==> config.mk <==
export PLATFORM = sky130hd
export DESIGN_NAME = sfr_space_decoder
export DESIGN_NICKNAME = d
export VERILOG_FILES = /design/src/hdl/sfr_space_pkg.sv /design/src/hdl/sfr_space_decoder.sv
export SDC_FILE = /design/constraint.sdc
export NUM_CORES = 1
export LEC_CHECK = 0
export BUFFER_PORTS_ARGS = -buffer_cell sky130_fd_sc_hd__buf_2
export CORE_MARGIN = 10
export CORE_UTILIZATION = 30
export DETAILED_ROUTE_END_ITERATION = 7
export GPL_ROUTABILITY_DRIVEN = 0
export GPL_TIMING_DRIVEN = 1
export PLACE_DENSITY = 0.5
export SLEW_MARGIN = 40
export SYNTH_ARGS = -nofsm -noshare
export SYNTH_HDL_FRONTEND = slang
export SYNTH_SLANG_ARGS = --single-unit
==> constraint.sdc <==
create_clock -name sys_clk -period 3.25 [get_ports sys_clk]
set_clock_uncertainty 0.2 [all_clocks]
set_input_delay 0.325 -clock sys_clk [delete_from_list [all_inputs] [get_ports sys_clk]]
set_output_delay 0.325 -clock sys_clk [all_outputs]
set_load 0.01 [all_outputs]
==> src/hdl/sfr_space_pkg.sv <==
package sfr_space_pkg;

  localparam int          DATA_W        = 8;
  localparam int          NUM_REGS      = 28;
  localparam int          IDX_W         = 5;

  // Direct byte addresses with this bit set fall in the register space
  localparam int          UPPER_BIT     = 7;
  localparam logic [3:0]  BIT_NIB_LO    = 4'h0;
  localparam logic [3:0]  BIT_NIB_HI    = 4'h8;
  localparam logic [7:0]  RAM_BIT_BASE  = 8'h20;
  localparam logic [7:0]  REG_RESET     = 8'h00;
  localparam logic [7:0]  UNMAPPED_READ = 8'h00;

  // Fields of a bit address and of a register address
  localparam int          BIT_POS_W     = 3;
  localparam int          RAM_SEL_HI    = 6;
  localparam int          NIB_W         = 4;

  localparam logic [7:0] ADDR_CLOCK_PRESCALE_CONTROL = 8'h8e;
  localparam logic [7:0] ADDR_CAP_THRESHOLD_LOW      = 8'h96;
  localparam logic [7:0] ADDR_CAP_THRESHOLD_HIGH     = 8'h97;
  localparam logic [7:0] ADDR_COMPARATOR_CONTROL     = 8'h9b;
  localparam logic [7:0] ADDR_COMPARATOR_MODE_SELECT = 8'h9d;
  localparam logic [7:0] ADDR_COMPARATOR_INPUT_SEL   = 8'h9f;
  localparam logic [7:0] ADDR_SYSTEM_CLOCK_SELECT    = 8'ha9;
  localparam logic [7:0] ADDR_CAP_RESULT_LOW         = 8'hab;
  localparam logic [7:0] ADDR_CAP_RESULT_HIGH        = 8'hac;
  localparam logic [7:0] ADDR_CAP_SENSE_CONTROL      = 8'hb0;
  localparam logic [7:0] ADDR_SILICON_REVISION_ID    = 8'hb6;
  localparam logic [7:0] ADDR_ANALOG_MUX_CHANNEL_SEL = 8'hbb;
  localparam logic [7:0] ADDR_ADC_CONFIGURATION      = 8'hbc;
  localparam logic [7:0] ADDR_ADC_RESULT_LOW         = 8'hbd;
  localparam logic [7:0] ADDR_ADC_RESULT_HIGH        = 8'hbe;
  localparam logic [7:0] ADDR_ADC_WINDOW_ABOVE_LOW   = 8'hc3;
  localparam logic [7:0] ADDR_ADC_WINDOW_ABOVE_HIGH  = 8'hc4;
  localparam logic [7:0] ADDR_ADC_WINDOW_BELOW_LOW   = 8'hc5;
  localparam logic [7:0] ADDR_ADC_WINDOW_BELOW_HIGH  = 8'hc6;
  localparam logic [7:0] ADDR_CHECKSUM_CONTROL       = 8'hce;
  localparam logic [7:0] ADDR_CHECKSUM_BIT_REVERSE   = 8'hcf;
  localparam logic [7:0] ADDR_CHECKSUM_AUTO_CONTROL  = 8'hd2;
  localparam logic [7:0] ADDR_CHECKSUM_SECTOR_COUNT  = 8'hd3;
  localparam logic [7:0] ADDR_CHECKSUM_INPUT         = 8'hdd;
  localparam logic [7:0] ADDR_CHECKSUM_OUTPUT        = 8'hde;
  localparam logic [7:0] ADDR_ACCUMULATOR            = 8'he0;
  localparam logic [7:0] ADDR_ADC_CONTROL            = 8'he8;
  localparam logic [7:0] ADDR_MULTIPLY_OPERAND       = 8'hf0;

  localparam logic [7:0] REG_ADDR [NUM_REGS] = '{
    ADDR_CLOCK_PRESCALE_CONTROL, ADDR_CAP_THRESHOLD_LOW, ADDR_CAP_THRESHOLD_HIGH,
    ADDR_COMPARATOR_CONTROL, ADDR_COMPARATOR_MODE_SELECT, ADDR_COMPARATOR_INPUT_SEL,
    ADDR_SYSTEM_CLOCK_SELECT, ADDR_CAP_RESULT_LOW, ADDR_CAP_RESULT_HIGH,
    ADDR_CAP_SENSE_CONTROL, ADDR_SILICON_REVISION_ID, ADDR_ANALOG_MUX_CHANNEL_SEL,
    ADDR_ADC_CONFIGURATION, ADDR_ADC_RESULT_LOW, ADDR_ADC_RESULT_HIGH,
    ADDR_ADC_WINDOW_ABOVE_LOW, ADDR_ADC_WINDOW_ABOVE_HIGH, ADDR_ADC_WINDOW_BELOW_LOW,
    ADDR_ADC_WINDOW_BELOW_HIGH, ADDR_CHECKSUM_CONTROL, ADDR_CHECKSUM_BIT_REVERSE,
    ADDR_CHECKSUM_AUTO_CONTROL, ADDR_CHECKSUM_SECTOR_COUNT, ADDR_CHECKSUM_INPUT,
    ADDR_CHECKSUM_OUTPUT, ADDR_ACCUMULATOR, ADDR_ADC_CONTROL, ADDR_MULTIPLY_OPERAND
  };

  localparam logic [IDX_W-1:0] IDX_REVISION   = 5'h0a;
  localparam logic [IDX_W-1:0] IDX_AUTO_CTRL  = 5'h15;
  localparam logic [IDX_W-1:0] IDX_SECTOR_CNT = 5'h16;

  typedef struct packed {
    logic       valid;
    logic       write;
    logic       indirect;
    logic       is_bit;
    logic [7:0] addr;
    logic [7:0] wdata;
    logic       wbit;
  } sfr_req_s;

  typedef struct packed {
    logic       valid;
    logic       to_sfr;
    logic       to_ram;
    logic       hit;
    logic       read_only;
    logic [7:0] rdata;
    logic       rbit;
  } sfr_resp_s;

  typedef struct packed {
    logic       valid;
    logic       write;
    logic       is_bit;
    logic [2:0] bit_pos;
    logic [7:0] addr;
    logic [7:0] wdata;
    logic       wbit;
  } ram_req_s;

  typedef struct packed {
    logic       valid;
    logic [7:0] addr;
    logic [7:0] data;
  } per_wr_s;

  typedef struct packed {
    logic             hit;
    logic [IDX_W-1:0] idx;
  } reg_hit_s;

endpackage

==> src/hdl/sfr_space_decoder.sv <==
`timescale 1ns/1ps

module sfr_space_decoder
  import sfr_space_pkg::*;
#(
  // Arbitrary value; set per fabricated revision
  parameter logic [7:0] REVISION_ID = 8'h5a
) (
  input  wire logic       sys_clk,
  input  wire logic       rst,
  input  wire sfr_req_s   core_req,
  output sfr_resp_s       core_resp,
  output ram_req_s        ram_req,
  output per_wr_s         per_wr,
  output logic [7:0]      checksum_auto_control,
  output logic [7:0]      checksum_sector_count
);

  function automatic reg_hit_s find_reg(input logic [7:0] a);
    reg_hit_s r;
    r = '0;
    for (int i = 0; i < NUM_REGS; i++) begin
      if (REG_ADDR[i] == a) begin
        r.hit = 1'b1;
        r.idx = IDX_W'(i);
      end
    end
    return r;
  endfunction

  function automatic logic bit_capable(input logic [7:0] a);
    return (a[NIB_W-1:0] == BIT_NIB_LO) || (a[NIB_W-1:0] == BIT_NIB_HI);
  endfunction

  // Bit address to the byte that holds it
  function automatic logic [7:0] bit_byte(input logic [7:0] b);
    logic [7:0] r;
    r = '0;
    if (b[UPPER_BIT]) begin
      r = {b[DATA_W-1:BIT_POS_W], {BIT_POS_W{1'b0}}};
    end else begin
      r = RAM_BIT_BASE + 8'(b[RAM_SEL_HI:BIT_POS_W]);
    end
    return r;
  endfunction

  // Decoded view of the request on the current cycle
  logic [7:0]           byte_addr;
  logic [BIT_POS_W-1:0] bit_pos;
  logic                 sfr_path;
  logic                 take_sfr;
  logic                 take_ram;
  reg_hit_s             lookup;
  logic                 reg_hit;
  logic                 rev_hit;
  logic                 slot_we;
  logic [7:0]           cur_val;
  logic [7:0]           new_val;

  // Register slots, one flop byte each
  wire logic [7:0]      slot_q [NUM_REGS];

  // Registered outputs, one group each
  sfr_resp_s            resp_r;
  sfr_resp_s            resp_nxt;
  ram_req_s             ram_r;
  ram_req_s             ram_nxt;
  per_wr_s              per_r;
  per_wr_s              per_nxt;

  // Request decode: pure logic shared by every group below
  always_comb begin
    byte_addr = core_req.addr;
    bit_pos   = core_req.addr[BIT_POS_W-1:0];
    if (core_req.is_bit) begin
      byte_addr = bit_byte(core_req.addr);
    end
    // Bit operands are always direct, so an indirect flag on them is ignored
    sfr_path = (core_req.is_bit || !core_req.indirect) && byte_addr[UPPER_BIT];
    take_sfr = core_req.valid && sfr_path;
    take_ram = core_req.valid && !sfr_path;
    lookup   = find_reg(byte_addr);
    reg_hit  = 1'b0;
    if (take_sfr && lookup.hit) begin
      reg_hit = 1'b1;
    end
    // A bit address above the lower half always names a nibble 0/8 byte,
    // so this guard only matters if the bit encoding is ever widened
    if (core_req.is_bit && !bit_capable(byte_addr)) begin
      reg_hit = 1'b0;
    end
    rev_hit = reg_hit && (lookup.idx == IDX_REVISION);
    cur_val = UNMAPPED_READ;
    if (reg_hit) begin
      cur_val = slot_q[lookup.idx];
    end
    new_val = core_req.wdata;
    if (core_req.is_bit) begin
      new_val          = cur_val;
      new_val[bit_pos] = core_req.wbit;
    end
    // The revision byte and unassigned places never take a write
    slot_we = reg_hit && core_req.write && !rev_hit;
  end

  // One storage slot per listed register. The revision slot keeps its reset
  // value for ever, since the decode never raises the write strobe for it.
  for (genvar g = 0; g < NUM_REGS; g++) begin : g_slot
    localparam logic [7:0] SLOT_INIT = (g == int'(IDX_REVISION)) ? REVISION_ID : REG_RESET;
    logic [7:0]            slot_r;
    logic [7:0]            slot_nxt;

    always_comb begin
      slot_nxt = slot_r;
      if (slot_we && (lookup.idx == IDX_W'(g))) begin
        slot_nxt = new_val;
      end
    end

    always_ff @(posedge sys_clk) begin
      if (rst) begin
        slot_r <= SLOT_INIT;
      end else begin
        slot_r <= slot_nxt;
      end
    end

    assign slot_q[g] = slot_r;
  end

  // Response to the core, one cycle after the request
  always_comb begin
    resp_nxt = '0;
    if (core_req.valid) begin
      resp_nxt.valid = 1'b1;
    end
    if (take_sfr) begin
      resp_nxt.to_sfr    = 1'b1;
      resp_nxt.hit       = reg_hit;
      resp_nxt.read_only = rev_hit;
      // Old value, so a read-modify-write in the core sees what it replaced
      resp_nxt.rdata     = cur_val;
      resp_nxt.rbit      = cur_val[bit_pos];
    end
    if (take_ram) begin
      resp_nxt.to_ram = 1'b1;
    end
  end

  always_ff @(posedge sys_clk) begin
    if (rst) begin
      resp_r <= '0;
    end else begin
      resp_r <= resp_nxt;
    end
  end

  // Everything that misses the register space is passed on to the RAM side
  always_comb begin
    ram_nxt = '0;
    if (take_ram) begin
      ram_nxt.valid   = 1'b1;
      ram_nxt.write   = core_req.write;
      ram_nxt.is_bit  = core_req.is_bit;
      ram_nxt.bit_pos = bit_pos;
      ram_nxt.addr    = byte_addr;
      ram_nxt.wdata   = core_req.wdata;
      ram_nxt.wbit    = core_req.wbit;
    end
  end

  always_ff @(posedge sys_clk) begin
    if (rst) begin
      ram_r <= '0;
    end else begin
      ram_r <= ram_nxt;
    end
  end

  // Write notice for the peripheral behind each register; bit writes carry
  // the merged byte, so the peripheral never has to merge on its own
  always_comb begin
    per_nxt = '0;
    if (slot_we) begin
      per_nxt.valid = 1'b1;
      per_nxt.addr  = byte_addr;
      per_nxt.data  = new_val;
    end
  end

  always_ff @(posedge sys_clk) begin
    if (rst) begin
      per_r <= '0;
    end else begin
      per_r <= per_nxt;
    end
  end

  assign core_resp             = resp_r;
  assign ram_req               = ram_r;
  assign per_wr                = per_r;
  assign checksum_auto_control = slot_q[IDX_AUTO_CTRL];
  assign checksum_sector_count = slot_q[IDX_SECTOR_CNT];

endmodule // sfr_space_decoder

==> impl_metrics.ini, run 1 <==
[die]
die_h_um = 226
boundaryPins = 93
coreArea_mm2 = 0.0420
initial_core_util_pct = 30.4
die_x_um = 226
row_count = 75
dieArea_mm2 = 0.0512

[timing]
min_period_over_period_pct = 103
worst_pin_slew_ps = 775
rsz0062_at_grt = true
slew_headroom_pct = 48.3
holdWs_ps = 27.8
period_minus_slack_ps = 3360
hold_viol = 0
fmax_ghz = 0.298
fin_ws_ps = -108
slew_violations = 0
setup_viol = 19

[yosys]
synth_xor_area_share_pct = 0
synthFlopType = dfxtp_1
postSynth.asyncResetShare_pct = 0
avgSynthCellArea_um2 = 8.92
ys_ff_latch = 277
syn-cell-area_mm2 = 0.0128
yosysSeqAreaShare_pct = 43.5
synth_nets = 1453
postSynthCellCount = 1430
synth.mux.area_fraction_pct = 5.96
synthAdderAreaFrac_pct = 0
synth-simple-area-share_pct = 25.4
synth-edff-count = 0
synth_compound_area_share_pct = 20.2
synth.distinct_cells = 94
synth_top_family_by_area = simple AND/OR/NAND/NOR gates
ys_warn_count = 0

[power]
peakVddDrop_uv = 363
power.total_w = 0.00773
cellLeakagePower_nw = 7.17
power_frac_seq_pct = 44.1
p_sw_w = 0.00192
swShare_pct = 24.8
p_per_area_mw_per_mm2 = 435
pwr-share-clk_pct = 45.1
internal_power_w = 0.00581
combPwrFrac_pct = 10.7

[route]
ant_nets = 0
vias = 12242
vias_per_cell = 5.31
drtPass1Iterations = 6
routedWlPerCell_um = 21.4
route.detailed.drc = 0
drt_wl_total_um = 49300
drt_iter0_markers = 1207

[critical_path]
critPathRequiredTime_ps = 3560
worst_path_max_delay_cell = or3b_4
cpLargestDelayFamily = compound AO/OA/AOI/OAI gates
cp_cell_sequence = buf_12 -> or3b_4 -> a22o_4 -> o2bb2ai_4 -> a32oi_2 -> o211a_4 -> buf_12 -> buf_8 -> mux2i_2 -> a211o_1 -> o211ai_1 -> buf_4 -> o211ai_1 -> o21ai_2 -> nand2b_1 -> o21ai_1
reg2reg_slack_ps = 970
cpPeakStageDelay_ps = 410
critPathBufInv = 4
crit_arrival_ps = 3670
critPathLaunchType = input port
critPathCaptureType = flip-flop
cp_max_fo = 7
critPathKind = in2reg

[clock_network]
htree_levels = 1
numClockSinks = 277
clk_pin_slew_worst_paths_ps = 60
clk_latency_ps = 590
cts_buffers = 29
clk_path_buf_depth = 3
root_buffer = clkbuf_16
cts_tree = yes

[place]
place_inst = 2193
portBuffers = 92
dpl.hpwl_um = 34200

[finish]
area_growth_syn_to_layout_pct = 39.2
drive_above_1_share_pct = 35.1
final_cell_mix = dfxtp_1, buf_4, nand3b_1
layout_commonest_cell = dfxtp_1
stdcell_count = 2306
fin_nets = 1768
antennaDiodeCount = 0

[global_routing]
track_usage_pct = 18.5
overflow = 0
antenna_found_initial = 0
grt_max_degree = 89
grt_pass1_wl_um = 73400
grt_pass1_vias = 11795

[status]
status = complete, but fails checks
violations = negative setup slack

[min_path]
hold_class = in2reg

[run]
drv_cap = 0
[registers in the layout, summed over array words and instances, names as in the netlist]
signal                 count
core_resp                 14
checksum_auto_control      8
checksum_sector_count      8
g_slot.slot_r            208
per_wr                    17
ram_req                   22
[through the flow]
stage / util [%] / setup TNS, ps / worst slack (ps) / instance area (µm²)
floorplan: - / -473 / -125 / 12800
global route: 42.3 / -3020 / -144 / 17800
CTS: 40.7 / -272 / -62.2 / 17100
finish: 42.3 / -830 / -108 / 17800
detailed placement: 36.6 / -138770 / -1010 / 15400
global placement: 36.6 / -136480 / -990 / 15400
[routing by layer]
| layer | track usage, % | up-vias | share of wire, % |
|---|---|---|---|
| li1 | - | 5808 | - |
| met1 | 24.6 | 5909 | 44 |
| met2 | 30.3 | 441 | 47 |
| met3 | 2.78 | 84 | 6.6 |
| met4 | 5.17 | 0 | 2.5 |
| met5 | 0 | - | 0 |
[layout make-up]
class	instances	area [µm²]
fillers	4137	24300
multi-input cells	1020	7360
flip-flops and latches	277	5550
repair buffers	403	3140
clock buffers	40	837
well taps	539	674
clock inverters	13	160
inverters	14	52.6
[final timing paths]
check / startpoint / endpoint / cells past startpoint
max reg2reg: checksum_auto_control[0] / core_resp[0] / 7
min reg2reg: g_slot[10].slot_r[4] / g_slot[10].slot_r[4] / 1
max: core_req[16] / g_slot[9].slot_r[6] / 16
min: core_req[16] / ram_req[16] / 4
[power groups by stage]
stage / Combinational (W) / Clock [W] / Sequential [W]
6_report: 0.000828 / 0.00349 / 0.00341
5_1_grt: 0.000865 / 0.00369 / 0.00341
4_1_cts: 0.000751 / 0.00357 / 0.00341
3_5_place_dp: 0.000677 / 0 / 0.00349
3_3_place_gp: 0.000679 / 0 / 0.00349
2_1_floorplan: 0.000352 / 0 / 0.00349
[synthesized netlist by cell type (all sizes together) (5+ instances only)]
cell type | count | share of area [%]
and3 | 19 | 0.93
dfxtp | 277 | 43
nor3 | 16 | 0.67
o21ai | 213 | 8.4
or2 | 15 | 0.74
mux2i | 61 | 4.8
nand2 | 76 | 2.4
nand4 | 7 | 0.34
o31ai | 7 | 0.45
or3 | 8 | 0.39
and2 | 15 | 0.76
a22o | 6 | 0.41
nor2 | 111 | 3.3
a22oi | 12 | 0.78
nand3 | 19 | 0.75
a211oi | 19 | 1.2
o211ai | 10 | 0.63
inv | 14 | 0.41
nor3b | 5 | 0.42
clkbuf | 78 | 2.3
a21boi | 16 | 0.94
a21oi | 49 | 2.0
nor4 | 9 | 0.66
buf | 41 | 2.2
nand3b | 195 | 11
o22ai | 11 | 0.59
mux2 | 13 | 1.2
nand2b | 14 | 0.71
o211a | 6 | 0.47
nor2b | 12 | 0.63
a211o | 7 | 0.48
[logic make-up after synthesis]
group / after synthesis
and+or+nand+nor: 537
AOI/OAI and AO/OA: 409
DFF: 277
buffers and inverters: 133
muxes: 74
[worst min-delay path, cell delays in order]
cell    delay, ps
buf_12         90
buf_8         120
buf_4         120
and3_1        130
[what timing repair did]
| action | in CTS | in global routing |
|---|---|---|
| setup endpoints to repair | 107 | 167 |
| gates resized for setup | 85 | 116 |
| cloned | 0 | 1 |
| setup buffers | 27 | 18 |
| pin swaps | 37 | 44 |
| hold buffers | 14 | 0 |
| hold endpoints to repair | 26 | 0 |
(Power assumes the default switching activity.)
==> run 2, diff against run 1 <==
ABC_AREA = 1   (was not set)
REMOVE_ABC_BUFFERS = 1   (was not set)
==> impl_metrics.ini, run 2 <==
[power]
internal_power_w = 0.00622
combPwrFrac_pct = 15.0
cellLeakagePower_nw = 10.7
pwr-share-clk_pct = 45.6
power.total_w = 0.00865
p_sw_w = 0.00244
power_frac_seq_pct = 39.4
peakVddDrop_uv = 305
swShare_pct = 28.2
p_per_area_mw_per_mm2 = 398

[yosys]
synth_top_cell_by_area = dfxtp_1
synthFlopType = dfxtp_1
syn-cell-area_mm2 = 0.0146
avgSynthCellArea_um2 = 6.25
postSynthCellCount = 2339
ys_top_cells_by_count = nand2_1, inv_1, nand3_1
synth-edff-count = 0
yosysSeqAreaShare_pct = 37.9
synth.distinct_cells = 33
postSynth.asyncResetShare_pct = 0
ys_ff_latch = 277
yosysMostFrequentCell = nand2_1
synth.top_cell.area_share_pct = 37.9
ys_top_cells_by_area = dfxtp_1, nand2_1, inv_1, nand3_1, a21oi_1
ys_warn_count = 0

[route]
drt_iter0_markers = 1621
vias_per_cell = 5.01
drt_wl_total_um = 66400
route.detailed.drc = 0
vias = 16720
drtPass1Iterations = 6
ant_nets = 0
routedWlPerCell_um = 19.9

[timing]
slew_headroom_pct = 52.0
worst_pin_slew_ps = 719
rsz0062_at_grt = true
fmax_ghz = 0.289
slew_violations = 0
holdWs_ps = 44.2
period_minus_slack_ps = 3460
setup_viol = 224
hold_viol = 0
fin_ws_ps = -210
min_period_over_period_pct = 106

[place]
placed_cell_area_mm2 = 0.0173
portBuffers = 92
dpl.hpwl_um = 38800

[die]
coreArea_mm2 = 0.0479
die_x_um = 241
dieArea_mm2 = 0.0580
boundaryPins = 93
row_count = 80
die_h_um = 241
initial_core_util_pct = 30.5

[finish]
antennaDiodeCount = 0
area_growth_syn_to_layout_pct = 48.5
fin_nets = 2725
top_register = g_slot.slot_r
final_cell_mix = nand2_1, inv_1, dfxtp_1
drive_above_1_share_pct = 29.3
layout_commonest_cell = nand2_1
largest_reg_flops = 208
final_area_mm2 = 0.0217

[status]
status = complete, but fails checks
violations = negative setup slack

[clock_network]
clk_path_buf_depth = 3
root_buffer = clkbuf_16
htree_levels = 2
cts_tree = yes
cts_buffers = 35
clk_latency_ps = 560
numClockSinks = 277
clk_pin_slew_worst_paths_ps = 60

[min_path]
min-delay-start = core_req[0]
min_to = ram_req[0]
hold_path_depth = 3
hold_class = in2reg

[critical_path]
critPathRequiredTime_ps = 3500
critPathLaunchType = input port
cp-startpoint = core_req[16]
critPathCaptureType = flip-flop
r2r_start = checksum_auto_control[6]
rr_endpoint = g_slot[18].slot_r[6]
critPathBufInv = 9
cpLargestDelayFamily = simple AND/OR/NAND/NOR gates
rr_worst_depth = 15
crit_arrival_ps = 3710
cpPeakStageDelay_ps = 250
critPathKind = in2reg
cpMostUsedCell = nand2_2
cp_max_fo = 7
reg2reg_slack_ps = 1010
worst_path_max_delay_cell = bufbuf_16

[run]
drv_cap = 0

[global_routing]
overflow = 0
grt_max_degree = 109
grt_pass1_wl_um = 91600
grt_pass1_vias = 15318
antenna_found_initial = 0
track_usage_pct = 20.5
run 2: changes by cell type in the layout (fill, tap and decap cells not counted), sizes merged, moves of 44 or more:
cell and delta:
mux2i -61, nand3 +280, a21oi +115, o21ai -154, nand2 +502, nor2 +108, nand3b -195, nand4 +44
inv +479
run 2: per-layer routing:
layer | global-route usage [%] | up-vias | share of wire [%]
met5 | 0 | - | 0
met4 | 8.15 | 0 | 4.0
met3 | 3.27 | 148 | 9.7
met2 | 32.4 | 723 | 44
met1 | 27.5 | 7924 | 43
li1 | - | 7925 | -
run 2: power groups by stage:
stage / combinational (W) / clock [W] / sequential [W]
after CTS: 0.00104 / 0.00401 / 0.00341
after global placement: 0.000896 / 0 / 0.00349
after floorplan: 0.000371 / 0 / 0.00349
after global routing: 0.00135 / 0.00414 / 0.00341
after detailed placement: 0.000894 / 0 / 0.00349
final: 0.00130 / 0.00394 / 0.00341
run 2: cell families (layout without fill, tap and decap cells):
logic type / after synthesis / after routing / share of synthesized area (%)
AO/OA/AOI/OAI: 259 / 259 / 9.48
buffers and inverters: 620 / 1006 / 16.8
flip-flops: 277 / 277 / 37.9
AND/OR/NAND/NOR: 1183 / 1183 / 35.8
run 2: layout make-up:
type / instances / area [µm²]
clock buffer: 46 / 1030
clock inverter: 14 / 113
fill: 4765 / 26200
inverter: 500 / 1950
multi-input combinational: 1442 / 7850
sequential: 277 / 5550
tap: 615 / 769
timing repair buffer: 445 / 4450
timing repair inverter: 1 / 8.76
run 2: stage by stage:
stage	setup WS [ps]	util (%)	setup TNS, ps	cells
after floorplan	-3260	-	-700210	2219
after global placement	-1030	36.2	-189390	3150
after detailed placement	-1040	36.2	-193200	3150
after global routing	-439	45.3	-69750	3340
final	-210	45.3	-27940	3340
after CTS	-64.7	41.0	-2130	3265
run 2: how the worst max path moves through the flow:
stage	end	depth (start not counted)
2_1_floorplan	checksum_sector_count[5]	24
3_3_place_gp	g_slot[7].slot_r[7]	29
3_5_place_dp	g_slot[18].slot_r[7]	29
4_1_cts	g_slot[1].slot_r[5]	32
5_1_grt	g_slot[6].slot_r[1]	33
6_report	g_slot[13].slot_r[5]	33
run 2: tightest hold or removal path: stages:
cell    delay [ps]
buf_2          140
inv_1          160
nor2_1         130
run 2: repair_timing:
action | in CTS | in global routing
buffers inserted | 32 | 58
pin swaps | 21 | 87
setup endpoints to repair | 226 | 229
endpoints found under the hold margin | 20 | 0
cloned | 7 | 23
gates resized for setup | 129 | 302
hold buffers | 16 | 0
==> run 3, diff against run 2 <==
SETUP_SLACK_MARGIN = 0.15   (was not set)
==> impl_metrics.ini, run 3 (synthesis gave the netlist of run 2 again) <==
[route]
route.detailed.drc = 0
drt_wl_total_um = 62100
ant_nets = 0
drtPass1Iterations = 5
vias_per_cell = 4.93
drt_iter0_markers = 1576
vias = 16280
routedWlPerCell_um = 18.8

[critical_path]
critPathLaunchType = input port
critPathCaptureType = flip-flop
cp_max_fo = 7
rr_worst_depth = 16
rr_endpoint = checksum_auto_control[7]
cpMostUsedCell = nand2_2
reg2reg_slack_ps = 970
critPathKind = in2reg
cpPeakStageDelay_ps = 210
worst_path_max_delay_cell = nor2_4
crit_path_end = g_slot[12].slot_r[1]
crit_arrival_ps = 3680
r2r_start = checksum_auto_control[7]
critPathBufInv = 11
cp-startpoint = core_req[16]
cpLargestDelayFamily = simple AND/OR/NAND/NOR gates
critPathRequiredTime_ps = 3540
crit_cells = 35

[timing]
hold_viol = 0
period_minus_slack_ps = 3390
fin_setup_tns_ps = -7630
min_period_over_period_pct = 104
fmax_ghz = 0.295
worst_pin_slew_ps = 713
rsz0062_at_grt = true
setup_viol = 147
slew_headroom_pct = 52.5
slew_violations = 0
fin_ws_ps = -141

[die]
initial_core_util_pct = 30.5
dieArea_mm2 = 0.0580
coreArea_mm2 = 0.0479
die_x_um = 241
row_count = 80
die_h_um = 241
boundaryPins = 93

[global_routing]
track_usage_pct = 20.8
grt_pass1_wl_um = 92500
overflow = 0
grt_max_degree = 109
antenna_found_initial = 0
grt_pass1_vias = 15531

[power]
cellLeakagePower_nw = 10.3
peakVddDrop_uv = 311
p_per_area_mw_per_mm2 = 411

[finish]
largest_reg_flops = 208
seqCellArea_mm2 = 0.00555
final_cell_mix = nand2_1, inv_1, dfxtp_1
multiInputGateArea_mm2 = 0.00753
drive_above_1_share_pct = 25.6
final_area_mm2 = 0.0207
fin_util_pct = 43.3
antennaDiodeCount = 0
top_register = g_slot.slot_r
stdcell_count = 3303
fillerInstances = 4839
fin_nets = 2688
area_growth_syn_to_layout_pct = 41.9
layout_commonest_cell = nand2_1

[clock_network]
clk_latency_ps = 560
numClockSinks = 277
clk_pin_slew_worst_paths_ps = 60
cts_tree = yes
cts_buffers = 35
clk_path_buf_depth = 3
root_buffer = clkbuf_16
htree_levels = 2

[place]
place_inst = 3150
placed_cell_area_mm2 = 0.0173
dpl.hpwl_um = 38800
portBuffers = 92
pre_cts_slack_ps = -1040

[min_path]
hold_class = in2reg

[status]
violations = negative setup slack
status = complete, but fails checks

[run]
drv_cap = 0
[run 3: cell types whose count changed in the layout (fill, tap and decap cells not counted), moves of 6 or more]
cell       before  now
o21ai_0        17   26
buf_6          27   17
nand3_2        65   46
nand3_1       228  249
nand2_1       469  501
o21ai_2        22   10
nand2_2        73   52
clkbuf_16      56   41
buf_4         227  221
nand2_4        28   16
[run 3: metal layers]
layer | part of all wire (%) | global-route usage, %
met1 | 44 | 28.1
met2 | 44 | 32.6
met3 | 8.8 | 2.95
met4 | 3.8 | 8.67
met5 | 0 | 0
[run 3: worst min path at each step]
stage | startpoint | endpoint | cells past startpoint
final | core_req[11] | ram_req[19] | 4
after CTS | core_req[0] | ram_req[0] | 3
after floorplan | g_slot[10].slot_r[3] | g_slot[10].slot_r[3] | 2
after global placement | g_slot[10].slot_r[3] | g_slot[10].slot_r[3] | 2
after global routing | core_req[17] | ram_req[20] | 5
after detailed placement | g_slot[10].slot_r[3] | g_slot[10].slot_r[3] | 2
[run 3: power breakdown]
group | internal [W] | switching (W)
registers | 0.00341 | 0.00000409
logic | 0.000445 | 0.000740
clock network | 0.00231 | 0.00162
total | 0.00616 | 0.00237
[run 3: timing repair]
action / CTS / global route
endpoints found under the hold margin: 20 / 0
endpoints found under the setup margin: 233 / 240
setup buffers: 42 / 22
pin swaps: 31 / 30
cloned: 10 / 4
resized for setup: 177 / 122
hold buffers: 15 / 0
[run 3: through the flow]
stage / hold slack (ps) / total power, W
global placement: 205 / 0.00438
floorplan: 192 / 0.00387
global route: 74.8 / 0.00879
finish: 53.6 / 0.00853
detailed placement: 214 / 0.00438
CTS: 24.2 / 0.00849
[run 3: area by class of cell]
class,instances,area share [%]
multi-input combinational,1442,36.3
sequential,277,26.7
timing repair buffer,409,18.6
inverter,500,9.20
clock buffer,46,4.96
tap,615,3.71
clock inverter,14,0.543
[run 3: worst reg2reg max path: stages (launching register included)]
cell and delay (ps):
dfxtp_1 320, inv_1 60, nand3_1 90, nand3_1 120
nor2_4 160, a21oi_2 50, buf_4 150, a21oi_4 200
nand2_2 110, nand2_4 90, nand2_8 60, buf_12 160
buf_12 140, buf_16 140, nand3_1 60, nand2_1 60
inv_1 50
